==> src/rtl/chpp_pkg.sv <==
// Constants, register map and state encoding of the input power path control
package chpp_pkg;

   // Clock and timing
   localparam int unsigned CLK_HZ        = 100_000_000;  // Control clock rate
   localparam int unsigned RETRY_S       = 2;            // Poor source retry period, seconds
   localparam int unsigned RETRY_CYC     = RETRY_S * CLK_HZ;
   localparam int unsigned BOOST_DLY_MS  = 22;           // Boost start delay, milliseconds
   localparam int unsigned BOOST_DLY_CYC = BOOST_DLY_MS * (CLK_HZ / 1000);
   localparam int unsigned QUAL_US       = 10;           // Test load settle time, microseconds
   localparam int unsigned QUAL_CYC      = QUAL_US * (CLK_HZ / 1_000_000);
   localparam int unsigned CNT_W         = 28;           // Wide enough for the retry period

   // Register byte offsets on the bus
   localparam int unsigned ADDR_W = 8;
   localparam logic [7:0] OFS_INPUT_SOURCE_CONTROL  = 8'h00;
   localparam logic [7:0] OFS_POWER_ON_CONFIG       = 8'h04;
   localparam logic [7:0] OFS_MISC_OPERATION_CONTROL = 8'h1C;
   localparam logic [7:0] OFS_SYSTEM_STATUS         = 8'h20;
   localparam logic [7:0] OFS_FAULT_STATUS          = 8'h24;
   localparam logic [7:0] OFS_MODE_CONTROL          = 8'h28;

   // Field positions
   localparam int unsigned F_STANDBY  = 7;   // input_source_control
   localparam int unsigned F_VLIM_LO  = 3;   // input_source_control [6:3]
   localparam int unsigned F_EXTERNAL_LIMIT_PIN_LO  = 0;   // input_source_control [2:0]
   localparam int unsigned F_CFG_LO   = 4;   // power_on_config [5:4]
   localparam int unsigned F_MINSYS_LO = 1;  // power_on_config [3:1]
   localparam int unsigned F_BOOST_HI = 0;   // power_on_config [0]
   localparam int unsigned F_FORCE    = 7;   // misc_operation_control
   localparam int unsigned F_BSW_OFF  = 5;   // misc_operation_control
   localparam int unsigned F_SRC_LO   = 6;   // system_status [7:6]
   localparam int unsigned F_THROT    = 3;   // system_status
   localparam int unsigned F_PG       = 2;   // system_status
   localparam int unsigned F_MINSYS_ST = 0;  // system_status
   localparam int unsigned F_BFAULT   = 6;   // fault_status
   localparam int unsigned F_HOSTMODE = 0;   // mode_control

   // Reset values
   localparam logic [3:0] VLIM_RST   = 4'h6;
   localparam logic [2:0] EXTERNAL_LIMIT_PIN_RST   = 3'h2;
   localparam logic [1:0] CFG_RST    = 2'h1;
   localparam logic [2:0] MINSYS_RST = 3'h5;  // 3.5V step

   // Configuration and code values
   localparam logic [1:0] CFG_CHARGE = 2'h1;
   localparam logic [1:0] CFG_BOOST  = 2'h2;
   localparam logic [1:0] SRC_NONE   = 2'h0;
   localparam logic [1:0] SRC_HOST   = 2'h1;
   localparam logic [1:0] SRC_ADAPT  = 2'h2;
   localparam logic [1:0] SRC_BOOST  = 2'h3;
   localparam logic [2:0] EXTERNAL_LIMIT_PIN_100   = 3'h0;
   localparam logic [2:0] EXTERNAL_LIMIT_PIN_500   = 3'h2;
   localparam logic [2:0] EXTERNAL_LIMIT_PIN_1500  = 3'h5;

   // Synchronised input bit positions
   localparam int unsigned SY_PRESENT = 0;
   localparam int unsigned SY_NOOVP   = 1;
   localparam int unsigned SY_NOPOOR  = 2;
   localparam int unsigned SY_PORT    = 3;
   localparam int unsigned SY_OTG     = 4;
   localparam int unsigned SY_BATGD   = 5;
   localparam int unsigned SY_BATLOW  = 6;
   localparam int unsigned SY_SLEEP   = 7;
   localparam int unsigned SY_SYS22   = 8;
   localparam int unsigned SY_BATMIN  = 9;
   localparam int unsigned SY_LIGHT   = 10;
   localparam int unsigned SY_MINREG  = 11;
   localparam int unsigned SY_IOVER   = 12;
   localparam int unsigned SY_VUNDER  = 13;
   localparam int unsigned SY_SYSBAT  = 14;
   localparam int unsigned SY_DEPL    = 15;
   localparam int unsigned SY_BFAULT  = 16;
   localparam int unsigned SY_EXT_LO  = 17;  // Three bits of external limit code
   localparam int unsigned SY_W       = 20;

   // Control states, one-hot
   typedef enum logic [7:0] {
      ST_IDLE   = 8'h01,
      ST_QUAL   = 8'h02,
      ST_RETRY  = 8'h04,
      ST_DETECT = 8'h08,
      ST_STBY   = 8'h10,
      ST_RUN    = 8'h20,
      ST_BWAIT  = 8'h40,
      ST_BOOST  = 8'h80
   } chpp_state_t;

endpackage : chpp_pkg

==> src/rtl/chpp_top.sv <==
// Input power path control: qualification, limit detection, standby, boost
`timescale 1ns/1ps

module chpp_top #(
   parameter int unsigned RETRY_CYCLES = chpp_pkg::RETRY_CYC,     // Poor source retry wait
   parameter int unsigned BOOST_CYCLES = chpp_pkg::BOOST_DLY_CYC, // Boost start delay
   parameter int unsigned QUAL_CYCLES  = chpp_pkg::QUAL_CYC       // Test load settle
) (
   // Clock and reset
   input  wire logic                        clk_i,
   input  wire logic                        rst_i,
   // Wishbone slave
   input  wire logic                        cyc_i,
   input  wire logic                        stb_i,
   input  wire logic                        we_i,
   input  wire logic [chpp_pkg::ADDR_W-1:0] adr_i,
   input  wire logic [3:0]                  sel_i,
   input  wire logic [31:0]                 dat_i,
   output logic      [31:0]                 dat_o,
   output logic                             ack_o,
   // Comparator and pin inputs, asynchronous
   input  wire logic                        bus_present_i,
   input  wire logic                        bus_below_ovp_i,
   input  wire logic                        bus_above_poor_i,
   input  wire logic                        port_type_i,
   input  wire logic                        boost_request_pin_i,
   input  wire logic                        bat_above_good_i,
   input  wire logic                        bat_above_low_i,
   input  wire logic                        bus_below_bat_sleep_i,
   input  wire logic                        sys_above_2v2_i,
   input  wire logic                        bat_below_minsys_i,
   input  wire logic                        light_load_i,
   input  wire logic                        in_minsys_reg_i,
   input  wire logic                        in_current_over_i,
   input  wire logic                        in_voltage_under_i,
   input  wire logic                        sys_below_bat_i,
   input  wire logic                        bat_below_depl_i,
   input  wire logic                        boost_fault_i,
   input  wire logic [2:0]                  external_limit_pin_i,
   // Control outputs
   output logic                             power_good_n_o,
   output logic                             int_o,
   output logic                             test_load_o,
   output logic                             high_impedance_standby_o,
   output logic                             converter_en_o,
   output logic                             battery_switch_o,
   output logic                             pfm_mode_o,
   output logic                             boost_en_o,
   output logic                             boost_external_limit_pin_hi_o,
   output logic                             charge_reduce_o,
   output logic      [2:0]                  external_limit_pin_code_o,
   output logic      [3:0]                  vlim_code_o,
   output logic      [2:0]                  minsys_code_o
);
   import chpp_pkg::*;

   // Whole module state
   typedef struct packed {
      logic [SY_W-1:0]  s1;        // First synchroniser stage
      logic [SY_W-1:0]  s2;        // Second synchroniser stage
      chpp_state_t      state;     // Sequencer state
      logic [CNT_W-1:0] cnt;       // Delay counter
      logic             standby;   // Standby control bit
      logic [3:0]       vlim;      // Input voltage limit field
      logic [2:0]       external_limit_pin;      // Input current limit field
      logic [1:0]       cfg;       // Charge or boost configuration
      logic [2:0]       minsys;    // Minimum system voltage field
      logic             boost_hi;  // Boost current select
      logic             force_det; // Force detection bit
      logic             bsw_off;   // Battery switch forced off
      logic             host_mode; // Host mode, else default mode
      logic [1:0]       src;       // Source type code
      logic             pg;        // Power good
      logic             bfault;    // Boost fault, sticky
      logic             ack;       // Bus acknowledge
      logic [31:0]      dat;       // Bus read data
      logic             irq;       // Interrupt pulse
      logic             load;      // Test load applied
      logic [2:0]       external_limit_pin_eff;  // Limit sent to the converter
      logic             conv_en;   // Buck converter switching
      logic             bsw_on;    // Battery switch drive
      logic             pulse_frequency_control;       // Pulse-frequency control
      logic             boost_en;  // Boost converter on
      logic             reduce;    // Charge current reduction
   } chpp_st_t;

   chpp_st_t r;       // Current state
   chpp_st_t next_r;  // Next state

   logic [SY_W-1:0] raw;   // Asynchronous inputs gathered
   logic [SY_W-1:0] sy;    // Synchronised view
   logic            boost_ok;
   logic            chg_en;
   logic            dev_stby;
   logic            dev_fault;
   logic            wr;
   logic            rd;

   // Register select by word index
   function automatic logic hit(input logic [ADDR_W-1:0] a, input logic [7:0] ofs);
      hit = (a[ADDR_W-1:2] == ofs[ADDR_W-1:2]);
   endfunction : hit

   // Lower of two limit codes
   function automatic logic [2:0] lower(input logic [2:0] a, input logic [2:0] b);
      lower = (a < b) ? a : b;
   endfunction : lower

   // Gather pins; the limit code passes the same two stages as the rest
   assign raw = {external_limit_pin_i, boost_fault_i, bat_below_depl_i, sys_below_bat_i,
                 in_voltage_under_i, in_current_over_i, in_minsys_reg_i, light_load_i,
                 bat_below_minsys_i, sys_above_2v2_i, bus_below_bat_sleep_i,
                 bat_above_low_i, bat_above_good_i, boost_request_pin_i, port_type_i,
                 bus_above_poor_i, bus_below_ovp_i, bus_present_i};

   // only the second stage is read
   assign sy = r.s2;

   // Next state logic
   always_comb begin
      next_r    = r;
      dev_stby  = 1'b0;
      dev_fault = 1'b0;
      next_r.s1 = raw;
      next_r.s2 = r.s1;
      next_r.irq = 1'b0;
      next_r.ack = 1'b0;
      wr = cyc_i & stb_i & r.ack & we_i & sel_i[0];
      rd = cyc_i & stb_i & r.ack & ~we_i;
      boost_ok = sy[SY_BATLOW] & sy[SY_SLEEP] & sy[SY_OTG] & (r.cfg == CFG_BOOST);
      chg_en   = (r.cfg == CFG_CHARGE) & ~r.bsw_off;
      // Counter runs by default, states reload it
      if (r.cnt != '0) begin
         next_r.cnt = r.cnt - 1'b1;
      end

      case (r.state)
         // No source: wait for attach or a boost request
         ST_IDLE: begin
            next_r.load = 1'b0;
            next_r.src  = SRC_NONE;
            if (sy[SY_PRESENT]) begin
               next_r.state = ST_QUAL;
               next_r.load  = 1'b1;
               next_r.cnt   = CNT_W'(QUAL_CYCLES);
            end else if (boost_ok) begin
               next_r.state = ST_BWAIT;
               next_r.cnt   = CNT_W'(BOOST_CYCLES);
            end
         end
         // Test load on, judge once settled
         ST_QUAL: begin
            if (!sy[SY_PRESENT]) begin
               next_r.state = ST_IDLE;
            end else if (r.cnt == '0) begin
               next_r.load = 1'b0;
               if (sy[SY_NOOVP] && sy[SY_NOPOOR]) begin
                  next_r.pg  = 1'b1;
                  next_r.irq = 1'b1;
                  if (r.host_mode && r.standby) begin
                     next_r.state = ST_STBY;
                  end else begin
                     next_r.state = ST_DETECT;
                  end
               end else begin
                  next_r.state = ST_RETRY;
                  next_r.cnt   = CNT_W'(RETRY_CYCLES);
               end
            end
         end
         // Waiting out the retry period
         ST_RETRY: begin
            if (!sy[SY_PRESENT]) begin
               next_r.state = ST_IDLE;
            end else if (r.cnt == '0) begin
               next_r.state = ST_QUAL;
               next_r.load  = 1'b1;
               next_r.cnt   = CNT_W'(QUAL_CYCLES);
            end
         end
         // One-cycle limit detection from the pins
         ST_DETECT: begin
            next_r.force_det = 1'b0;
            // port type low means charging port
            if (!sy[SY_PORT]) begin
               next_r.external_limit_pin  = EXTERNAL_LIMIT_PIN_1500;
               next_r.src   = SRC_ADAPT;
               next_r.state = ST_RUN;
            end else if (!sy[SY_OTG] && sy[SY_BATGD]) begin
               next_r.external_limit_pin    = EXTERNAL_LIMIT_PIN_100;
               next_r.src     = SRC_HOST;
               next_r.standby = 1'b1;
               dev_stby       = 1'b1;
               next_r.state   = ST_STBY;
            end else begin
               next_r.external_limit_pin  = sy[SY_OTG] ? EXTERNAL_LIMIT_PIN_500 : EXTERNAL_LIMIT_PIN_100;
               next_r.src   = SRC_HOST;
               next_r.state = ST_RUN;
            end
         end
         // Lowest quiescent state, converter off
         ST_STBY: begin
            // host mode holds it through removal
            if (!sy[SY_PRESENT] && (!r.host_mode || !r.standby)) begin
               next_r.state = ST_IDLE;
            end else if (sy[SY_PRESENT] && (!r.standby || r.force_det)) begin
               // Bit cleared or detection forced
               next_r.state = ST_DETECT;
            end
         end
         // Converter running from the source
         ST_RUN: begin
            if (!sy[SY_PRESENT]) begin
               next_r.state = ST_IDLE;
            end else if (r.force_det) begin
               next_r.state = ST_DETECT;
            end else if (r.standby) begin
               next_r.state = ST_STBY;
            end
         end
         // Boost start delay, abandoned if a condition drops
         ST_BWAIT: begin
            if (!boost_ok || sy[SY_PRESENT]) begin
               next_r.state = ST_IDLE;
            end else if (r.cnt == '0) begin
               next_r.state = ST_BOOST;
               next_r.src   = SRC_BOOST;
            end
         end
         // Boost running
         ST_BOOST: begin
            if (sy[SY_BFAULT]) begin
               next_r.bfault = 1'b1;
               dev_fault     = 1'b1;
               next_r.irq    = 1'b1;
               next_r.state  = ST_IDLE;
            end else if (!boost_ok) begin
               next_r.state = ST_IDLE;
            end
         end
         default: begin
            next_r.state = ST_IDLE;
         end
      endcase

      // Source removal drops power good from any buck state
      if (!sy[SY_PRESENT] && r.state != ST_BWAIT && r.state != ST_BOOST) begin
         next_r.pg = 1'b0;
         // default mode forgets standby on removal
         if (!r.host_mode) begin
            next_r.standby = 1'b0;
         end
      end

      // Register writes; device sets win over host writes
      if (wr) begin
         if (hit(adr_i, OFS_INPUT_SOURCE_CONTROL)) begin
            if (!dev_stby) begin
               next_r.standby = dat_i[F_STANDBY];
            end
            next_r.vlim = dat_i[F_VLIM_LO +: 4];
            // host rewrite of the limit field
            if (r.state != ST_DETECT) begin
               next_r.external_limit_pin = dat_i[F_EXTERNAL_LIMIT_PIN_LO +: 3];
            end
         end
         if (hit(adr_i, OFS_POWER_ON_CONFIG)) begin
            next_r.cfg      = dat_i[F_CFG_LO +: 2];
            next_r.minsys   = dat_i[F_MINSYS_LO +: 3];
            next_r.boost_hi = dat_i[F_BOOST_HI];
         end
         if (hit(adr_i, OFS_MISC_OPERATION_CONTROL)) begin
            // host request; a write of 0 does not cancel
            next_r.force_det = next_r.force_det | dat_i[F_FORCE];
            next_r.bsw_off   = dat_i[F_BSW_OFF];
         end
         if (hit(adr_i, OFS_MODE_CONTROL)) begin
            next_r.host_mode = dat_i[F_HOSTMODE];
         end
      end

      // Fault status clears on read, a new fault wins
      if (rd && hit(adr_i, OFS_FAULT_STATUS) && !dev_fault) begin
         next_r.bfault = 1'b0;
      end

      // Bus answer, one cycle after the request is seen
      if (cyc_i && stb_i && !r.ack) begin
         next_r.ack = 1'b1;
         next_r.dat = '0;
         if (hit(adr_i, OFS_INPUT_SOURCE_CONTROL)) begin
            next_r.dat[7:0] = {r.standby, r.vlim, r.external_limit_pin};
         end else if (hit(adr_i, OFS_POWER_ON_CONFIG)) begin
            next_r.dat[7:0] = {2'h0, r.cfg, r.minsys, r.boost_hi};
         end else if (hit(adr_i, OFS_MISC_OPERATION_CONTROL)) begin
            next_r.dat[F_FORCE]   = r.force_det;
            next_r.dat[F_BSW_OFF] = r.bsw_off;
         end else if (hit(adr_i, OFS_SYSTEM_STATUS)) begin
            next_r.dat[F_SRC_LO +: 2] = r.src;
            next_r.dat[F_THROT]       = r.reduce;
            next_r.dat[F_PG]          = r.pg;
            next_r.dat[F_MINSYS_ST]   = sy[SY_MINREG];
         end else if (hit(adr_i, OFS_FAULT_STATUS)) begin
            next_r.dat[F_BFAULT] = r.bfault;
         end else if (hit(adr_i, OFS_MODE_CONTROL)) begin
            next_r.dat[F_HOSTMODE] = r.host_mode;
         end
      end

      // Converter drive, registered for clean outputs
      // switching starts once the limit is set
      next_r.conv_en  = (r.state == ST_RUN) & (next_r.state == ST_RUN);
      next_r.boost_en = (r.state == ST_BOOST);
      // soft-start limit during a low system rail
      next_r.external_limit_pin_eff = sy[SY_SYS22] ? lower(r.external_limit_pin, sy[SY_EXT_LO +: 3]) : EXTERNAL_LIMIT_PIN_100;
      // light load with low battery or no charging
      next_r.pulse_frequency_control = (r.state == ST_RUN) & sy[SY_LIGHT] & (sy[SY_BATMIN] | ~chg_en);
      next_r.reduce = (r.state == ST_RUN) & (sy[SY_IOVER] | sy[SY_VUNDER]);
      // Battery switch: forced off beats everything
      if (r.bsw_off || sy[SY_DEPL]) begin
         next_r.bsw_on = 1'b0;
      end else if (r.state == ST_RUN) begin
         next_r.bsw_on = chg_en | sy[SY_SYSBAT];
      end else begin
         // Battery feeds the system with no converter
         next_r.bsw_on = 1'b1;
      end
   end

   // State register with synchronous reset
   always_ff @(posedge clk_i) begin
      if (rst_i) begin
         r          <= '0;
         r.state    <= ST_IDLE;
         r.vlim     <= VLIM_RST;
         r.external_limit_pin     <= EXTERNAL_LIMIT_PIN_RST;
         r.cfg      <= CFG_RST;
         r.minsys   <= MINSYS_RST;
         r.external_limit_pin_eff <= EXTERNAL_LIMIT_PIN_100;
      end else begin
         r <= next_r;
      end
   end

   // Outputs straight from the state register
   assign dat_o                    = r.dat;
   assign ack_o                    = r.ack;
   assign power_good_n_o           = ~r.pg;
   assign int_o                    = r.irq;
   assign test_load_o              = r.load;
   assign high_impedance_standby_o = (r.state == ST_STBY);
   assign converter_en_o           = r.conv_en;
   assign battery_switch_o         = r.bsw_on;
   assign pfm_mode_o               = r.pulse_frequency_control;
   assign boost_en_o               = r.boost_en;
   assign boost_external_limit_pin_hi_o          = r.boost_hi;
   assign charge_reduce_o          = r.reduce;
   assign external_limit_pin_code_o              = r.external_limit_pin_eff;
   assign vlim_code_o              = r.vlim;
   assign minsys_code_o            = r.minsys;

endmodule : chpp_top

==> config.mk <==
export PLATFORM = sky130hd
export DESIGN_NAME = chpp_top
export DESIGN_NICKNAME = d
export VERILOG_FILES = /design/src/rtl/chpp_pkg.sv /design/src/rtl/chpp_top.sv
export SDC_FILE = /design/constraint.sdc
export NUM_CORES = 1
export LEC_CHECK = 0
export BUFFER_PORTS_ARGS = -buffer_cell sky130_fd_sc_hd__buf_2
export CORE_AREA = 2 2 102 104
export DETAILED_ROUTE_END_ITERATION = 8
export DIE_AREA = 0 0 104 106
export PLACE_DENSITY = 0.9
export SLEW_MARGIN = 20
export SYNTH_ARGS = -nofsm -noshare
export SYNTH_HDL_FRONTEND = slang
export SYNTH_SLANG_ARGS = --single-unit
==> constraint.sdc <==
create_clock -name clk_i -period 6.9 [get_ports clk_i]
set_clock_uncertainty 0.2 [all_clocks]
set_input_delay 0.69 -clock clk_i [delete_from_list [all_inputs] [get_ports clk_i]]
set_output_delay 0.69 -clock clk_i [all_outputs]
set_load 0.03 [all_outputs]
== Yosys cells after proc, flatten, opt, wreduce, memory -nomap -nowiden ==
Cells that the tools add are included.
Storage, ports and cells
  bits of input ports: 69
  output and inout bits: 53
  flip-flop bits (word level): 116
Operators by class
  add/subtract/negate cells: 1
  muxes and demuxes: 80
  order comparisons: 1
  bitwise logic cells: 22
  reductions and logical operators: 39
  equality and inequality tests: 25
Operators by type and width (count)
  $mux W36: 4
  $mux W28: 4
  $mux W8: 13
  $pmux W28 S3: 1
  $pmux W8 S8: 1
  $mux W33: 1
  $mux W1: 31
  $logic_not A28 Y1: 1
  $reduce_bool A28 Y1: 1
  $sub A28 B1 Y28 const B: 1
  $mux W2: 11
  $eq A6 B4 Y1 const B: 3
  $mux W6: 3
  $mux W17: 1
  $eq A8 B6 Y1 const B: 2
  $mux W3: 5
  $and A1 B1 Y1: 13
  $ne A2 B2 Y1 const B: 6
  $logic_and A1 B1 Y1: 11
  $mux W5: 2
  $reduce_and A2 Y1: 5
  $eq A8 B1 Y1 const B: 1
  $eq A8 B2 Y1 const B: 1
  $eq A8 B3 Y1 const B: 1
  25 further kinds: 45

== Logic depth before layout (Yosys ltp) ==
  depth after elaboration: 10
  mapped depth: 10

== Worst setup path before layout ==
Ideal clock, no wire load.
  kind: in2reg
  start point: in adr_i[3] in the netlist's numbering
  end point: reg r (netlist bit minsys_code_o[0])
  slack: 4.419 ns
  setup time: 0.120 ns
  stages on the path: 5
  data arrival time: 2.162 ns
  buffers on the path: 1
  path through: or4_1 > clkbuf_1 > nor3_2 > nor2b_1 > a211o_1
On the way
  word-level cells in the longest chain between the ends: 2
RTL lines
  from (decl): line chpp_top.sv:16  | input wire logic [chpp_pkg::ADDR_W-1:0] adr_i,
  $eq A6 B1 Y1: line chpp_top.sv:101  | hit = (a[ADDR_W-1:2] == ofs[ADDR_W-1:2]);
  $reduce_and A2 Y1 (no source line)
  to (signal assigned): line chpp_top.sv:341  | r <= next_r;
  to (decl): line chpp_top.sv:87  | chpp_st_t r;
Every way passes these cells.
A chain may end at the register's enable or synchronous reset.

== Worst setup path in the final report ==
  start point: reg r[64] in the netlist's numbering
  end point: reg r[79] in the netlist's numbering
On the way
  word-level cells in the longest chain between the ends: 6
  elaborated cells on any way between the ends: 12
  classes of those cells: 1 x add/sub; 9 x mux; 2 x reduce/logical
RTL lines
  $sub A28 B1 Y28 or $reduce_bool A28 Y1 (tied branches): line chpp_top.sv:134, chpp_top.sv:133
  $mux W28: line chpp_top.sv:133  | if (r.cnt != '0) begin
  $mux W28: line chpp_top.sv:157  | if (sy[SY_NOOVP] && sy[SY_NOPOOR]) begin
  $mux W36: line chpp_top.sv:155  | end else if (r.cnt == '0) begin
  $mux W28: line chpp_top.sv:153  | if (!sy[SY_PRESENT]) begin
  $pmux W28 S3 *: line chpp_top.sv:137  | case (r.state)
Every way passes the cells marked *; elsewhere a longest branch is shown, timed or not.

==> flow_summary.toml <==
[final_layout]
mostFrequentLayoutCell = "dfxtp_1"
area_growth_pct = 13.0
nets = 790
drive_above_1_share = 0.166
finalCoreUtilization = 0.653
layout_common_cells = "dfxtp_1, nor2_1, buf_2"
antenna_cells = 0
fillers = 830

[setup_path]
critPathLaunchType = "flop"
r2r_setup_slack_ns = 3.67
crit_start = "r[64]$_SDFF_PP0_"
cpLargestDelayFamily = "simple AND/OR/NAND/NOR gates"
crit_slowest_cell = "a211oi_1"
cp_max_fo = 11
crit_buf_inv = 2
worstReg2RegStart = "r[64]$_SDFF_PP0_"
worstPathCellList = "inv_1, ha_1, nor4b_1, nand4_1, nor2_1, inv_2, a211oi_1, a311o_1, a21oi_1"
worstPathRequired_ns = 7.07
criticalPathCategory = "reg -> reg"
crit_arrival_ns = 3.40
critPathMaxStageDelay_ns = 0.54
crit_path_end_kind = "flop"

[timing]
rsz0062_at_grt = "no"
report.final.slew_viol_count = 0
min_period_ns = 3.23
period_share = 0.468
max_slew.worst_pin.slew_ns = 1.08
finalSetupViolCount = 0
final.setup.tns_ns = 0
relSlewSlack = 0.281
fmax_mhz = 310
holdWs_ns = 0.160
hold_viol_final = 0

[synthesis]
synth_compound_area_frac = 0.159
synth_top_family_by_area = "simple AND/OR/NAND/NOR gates"
ys_async_sr_fraction = 0
ys_seq_elements = 116
ys_types = 75
ys.warnings.count = 0
syn_area_per_cell_um2 = 8.54
ys_seq_area_frac = 0.402
synth_mux_area_frac = 0.0225
syn_inst = 677
synthAdderAreaFrac = 0.0108
synth_edf_count = 0
syn_area_um2 = 5780
synth_xor_area_frac = 0.0333
synthSimpleGateAreaFrac = 0.283
synth_flop_cell = "dfxtp_1"

[clock_network]
cts_sinks = 116
postCtsResizedCells = 0
ctsLongestPathBuffers = 2
cts_made_buffers = 17
root_buffer = "clkbuf_8"
htree_num_levels = 4
clkLatencyLatePin_ns = 0.53
post_cts_buffers = 0
postCtsHoldBufs = 0
cts_tree = "done"
clkTransAtPathRegs_ns = 0.06

[global_routing]
grt_use_met2 = 0.447
track_usage = 0.267
grt_pass1_vias = 4791
busiest_layer = "met2"
grt_use_met1 = 0.316
grtUsageMet3 = 0.0828
grt-ovfl-total = 0
antenna_found_initial = 0
grt_pass1_wl_um = 23400
grt_max_degree = 58

[pwr]
leakagePower_nw = 2.60
clockPowerShare = 0.348
sw_frac_of_total = 0.366
ir_drop_mv = 0.240
p_switching_w = 0.000928
power_frac_comb = 0.315
p_seq_frac = 0.338
p_int_w = 0.00161
power_density_nw_per_um2 = 388

[die]
std_cell_rows = 37
num_io_pins = 122
start_util = 0.578
core_um2 = 10000
fp.dieW_um = 104
die_h_um = 106
dieArea_um2 = 11000

[detailed_routing]
wl_per_cell_um = 16.4
totalWireLength_um = 14200
detail-route-antenna-nets = 0
via_per_inst = 5.90
vias = 5104
drt_first_iter_violations = 591
drt_pre_antenna_iters = 6
drcViolationCount = 0

[worst_hold_path]
hp-class = "in -> reg"
hp-start = "bat_below_minsys_i"

[placement]
routabilityCongestion = 0.926
numPortBuffers = 68
place_hpwl_um = 9850

[run_status]
outcome = "finished, final reports clean"

[run]
max-cap-violations = 0
[through the flow]
step,cell area (um^2),std cells,worst slack (ns),power [W]
after CTS,6530,865,3.81,0.00253
after detailed placement,5940,833,3.82,0.00164
after global placement,5940,833,3.92,0.00160
after floorplan,5870,700,4.42,0.00148
after global routing,6530,865,3.43,0.00267
final,6530,865,3.67,0.00254
[synthesized netlist by cell type, drive strengths merged (3+ instances only)]
master,instances,area [um^2]
xnor2,13,114
o21ai,34,170
a22oi,6,45.0
nor2,75,282
nor3b,4,35.0
a21o,3,22.5
a221oi,3,26.3
or4,5,41.3
or2,5,31.3
nor2b,50,313
o31a,3,26.3
nor3,31,170
inv,13,48.8
dfxtp,116,2320
and4,3,26.3
a211oi,9,72.6
a21oi,42,210
or3,10,67.6
nand3,12,60.1
nand4b,3,26.3
clkbuf,21,78.8
xor2,9,78.8
a31oi,7,43.8
nor4b,4,50.1
nor4,17,176
nand2b,9,56.3
and3,4,25.0
ha,5,62.6
nand4,7,43.8
a21boi,3,22.5
o211ai,5,42.5
a211o,4,35.0
buf,52,378
nand3b,4,30.0
mux2i,13,130
nand2,41,154
[layer usage]
layer  wire (um)  share of wire
met5           0              0
met3        1100          0.078
met1        5760           0.41
met4         345          0.024
met2        6960           0.49
[kinds of logic (layout without fill, tap and decap cells)]
group           Yosys count  after routing
fa+ha+maj                 5              5
xor+xnor                 22             22
compound gates          142            142
flops                   116            116
buf+inv                  88            117
mux                      13             13
other cells               1             24
simple gates            290            290
[worst paths after layout]
kind                                       to  depth (start not counted)
setup / recovery             r[79]$_SDFF_PP0_                          9
hold / removal         next_r[109]$_SDFF_PP0_                          2
setup reg to reg             r[79]$_SDFF_PP0_                          9
hold reg to reg   battery_switch_o$_SDFF_PP0_                          1
[registers in the layout, summed over array words and instances (netlist names), 3 cells and up]
name	cells
r	49
next_r	20
sy	20
dat_o	8
vlim_code_o	4
external_limit_pin_code_o	3
minsys_code_o	3
[final cells by class]
class | instances | area, um^2 | share of cell area
multi-input combinational | 496 | 3030 | 0.464
timing repair buffer | 70 | 355 | 0.0544
tap | 136 | 170 | 0.0261
inverter | 15 | 56.3 | 0.00862
clock inverter | 13 | 173 | 0.0264
sequential | 116 | 2320 | 0.356
clock buffer | 19 | 422 | 0.0646
[power groups by stage]
stage / registers (W) / logic [W] / clock network [W]
after detailed placement: 0.000865 / 0.000773 / 0
after floorplan: 0.000835 / 0.000644 / 0
after global placement: 0.000858 / 0.000745 / 0
final: 0.000856 / 0.000798 / 0.000881
after global routing: 0.000865 / 0.000884 / 0.000924
after CTS: 0.000852 / 0.000783 / 0.000892
[worst register-to-register path, delay by kind of cell (launching register included)]
kind            cells  cell delay [ns]
flops               1             0.32
simple gates        3             1.34
fa+ha+maj           1             0.16
buf+inv             2             0.25
compound gates      3             0.80
Power figures use the tool's default switching activity.
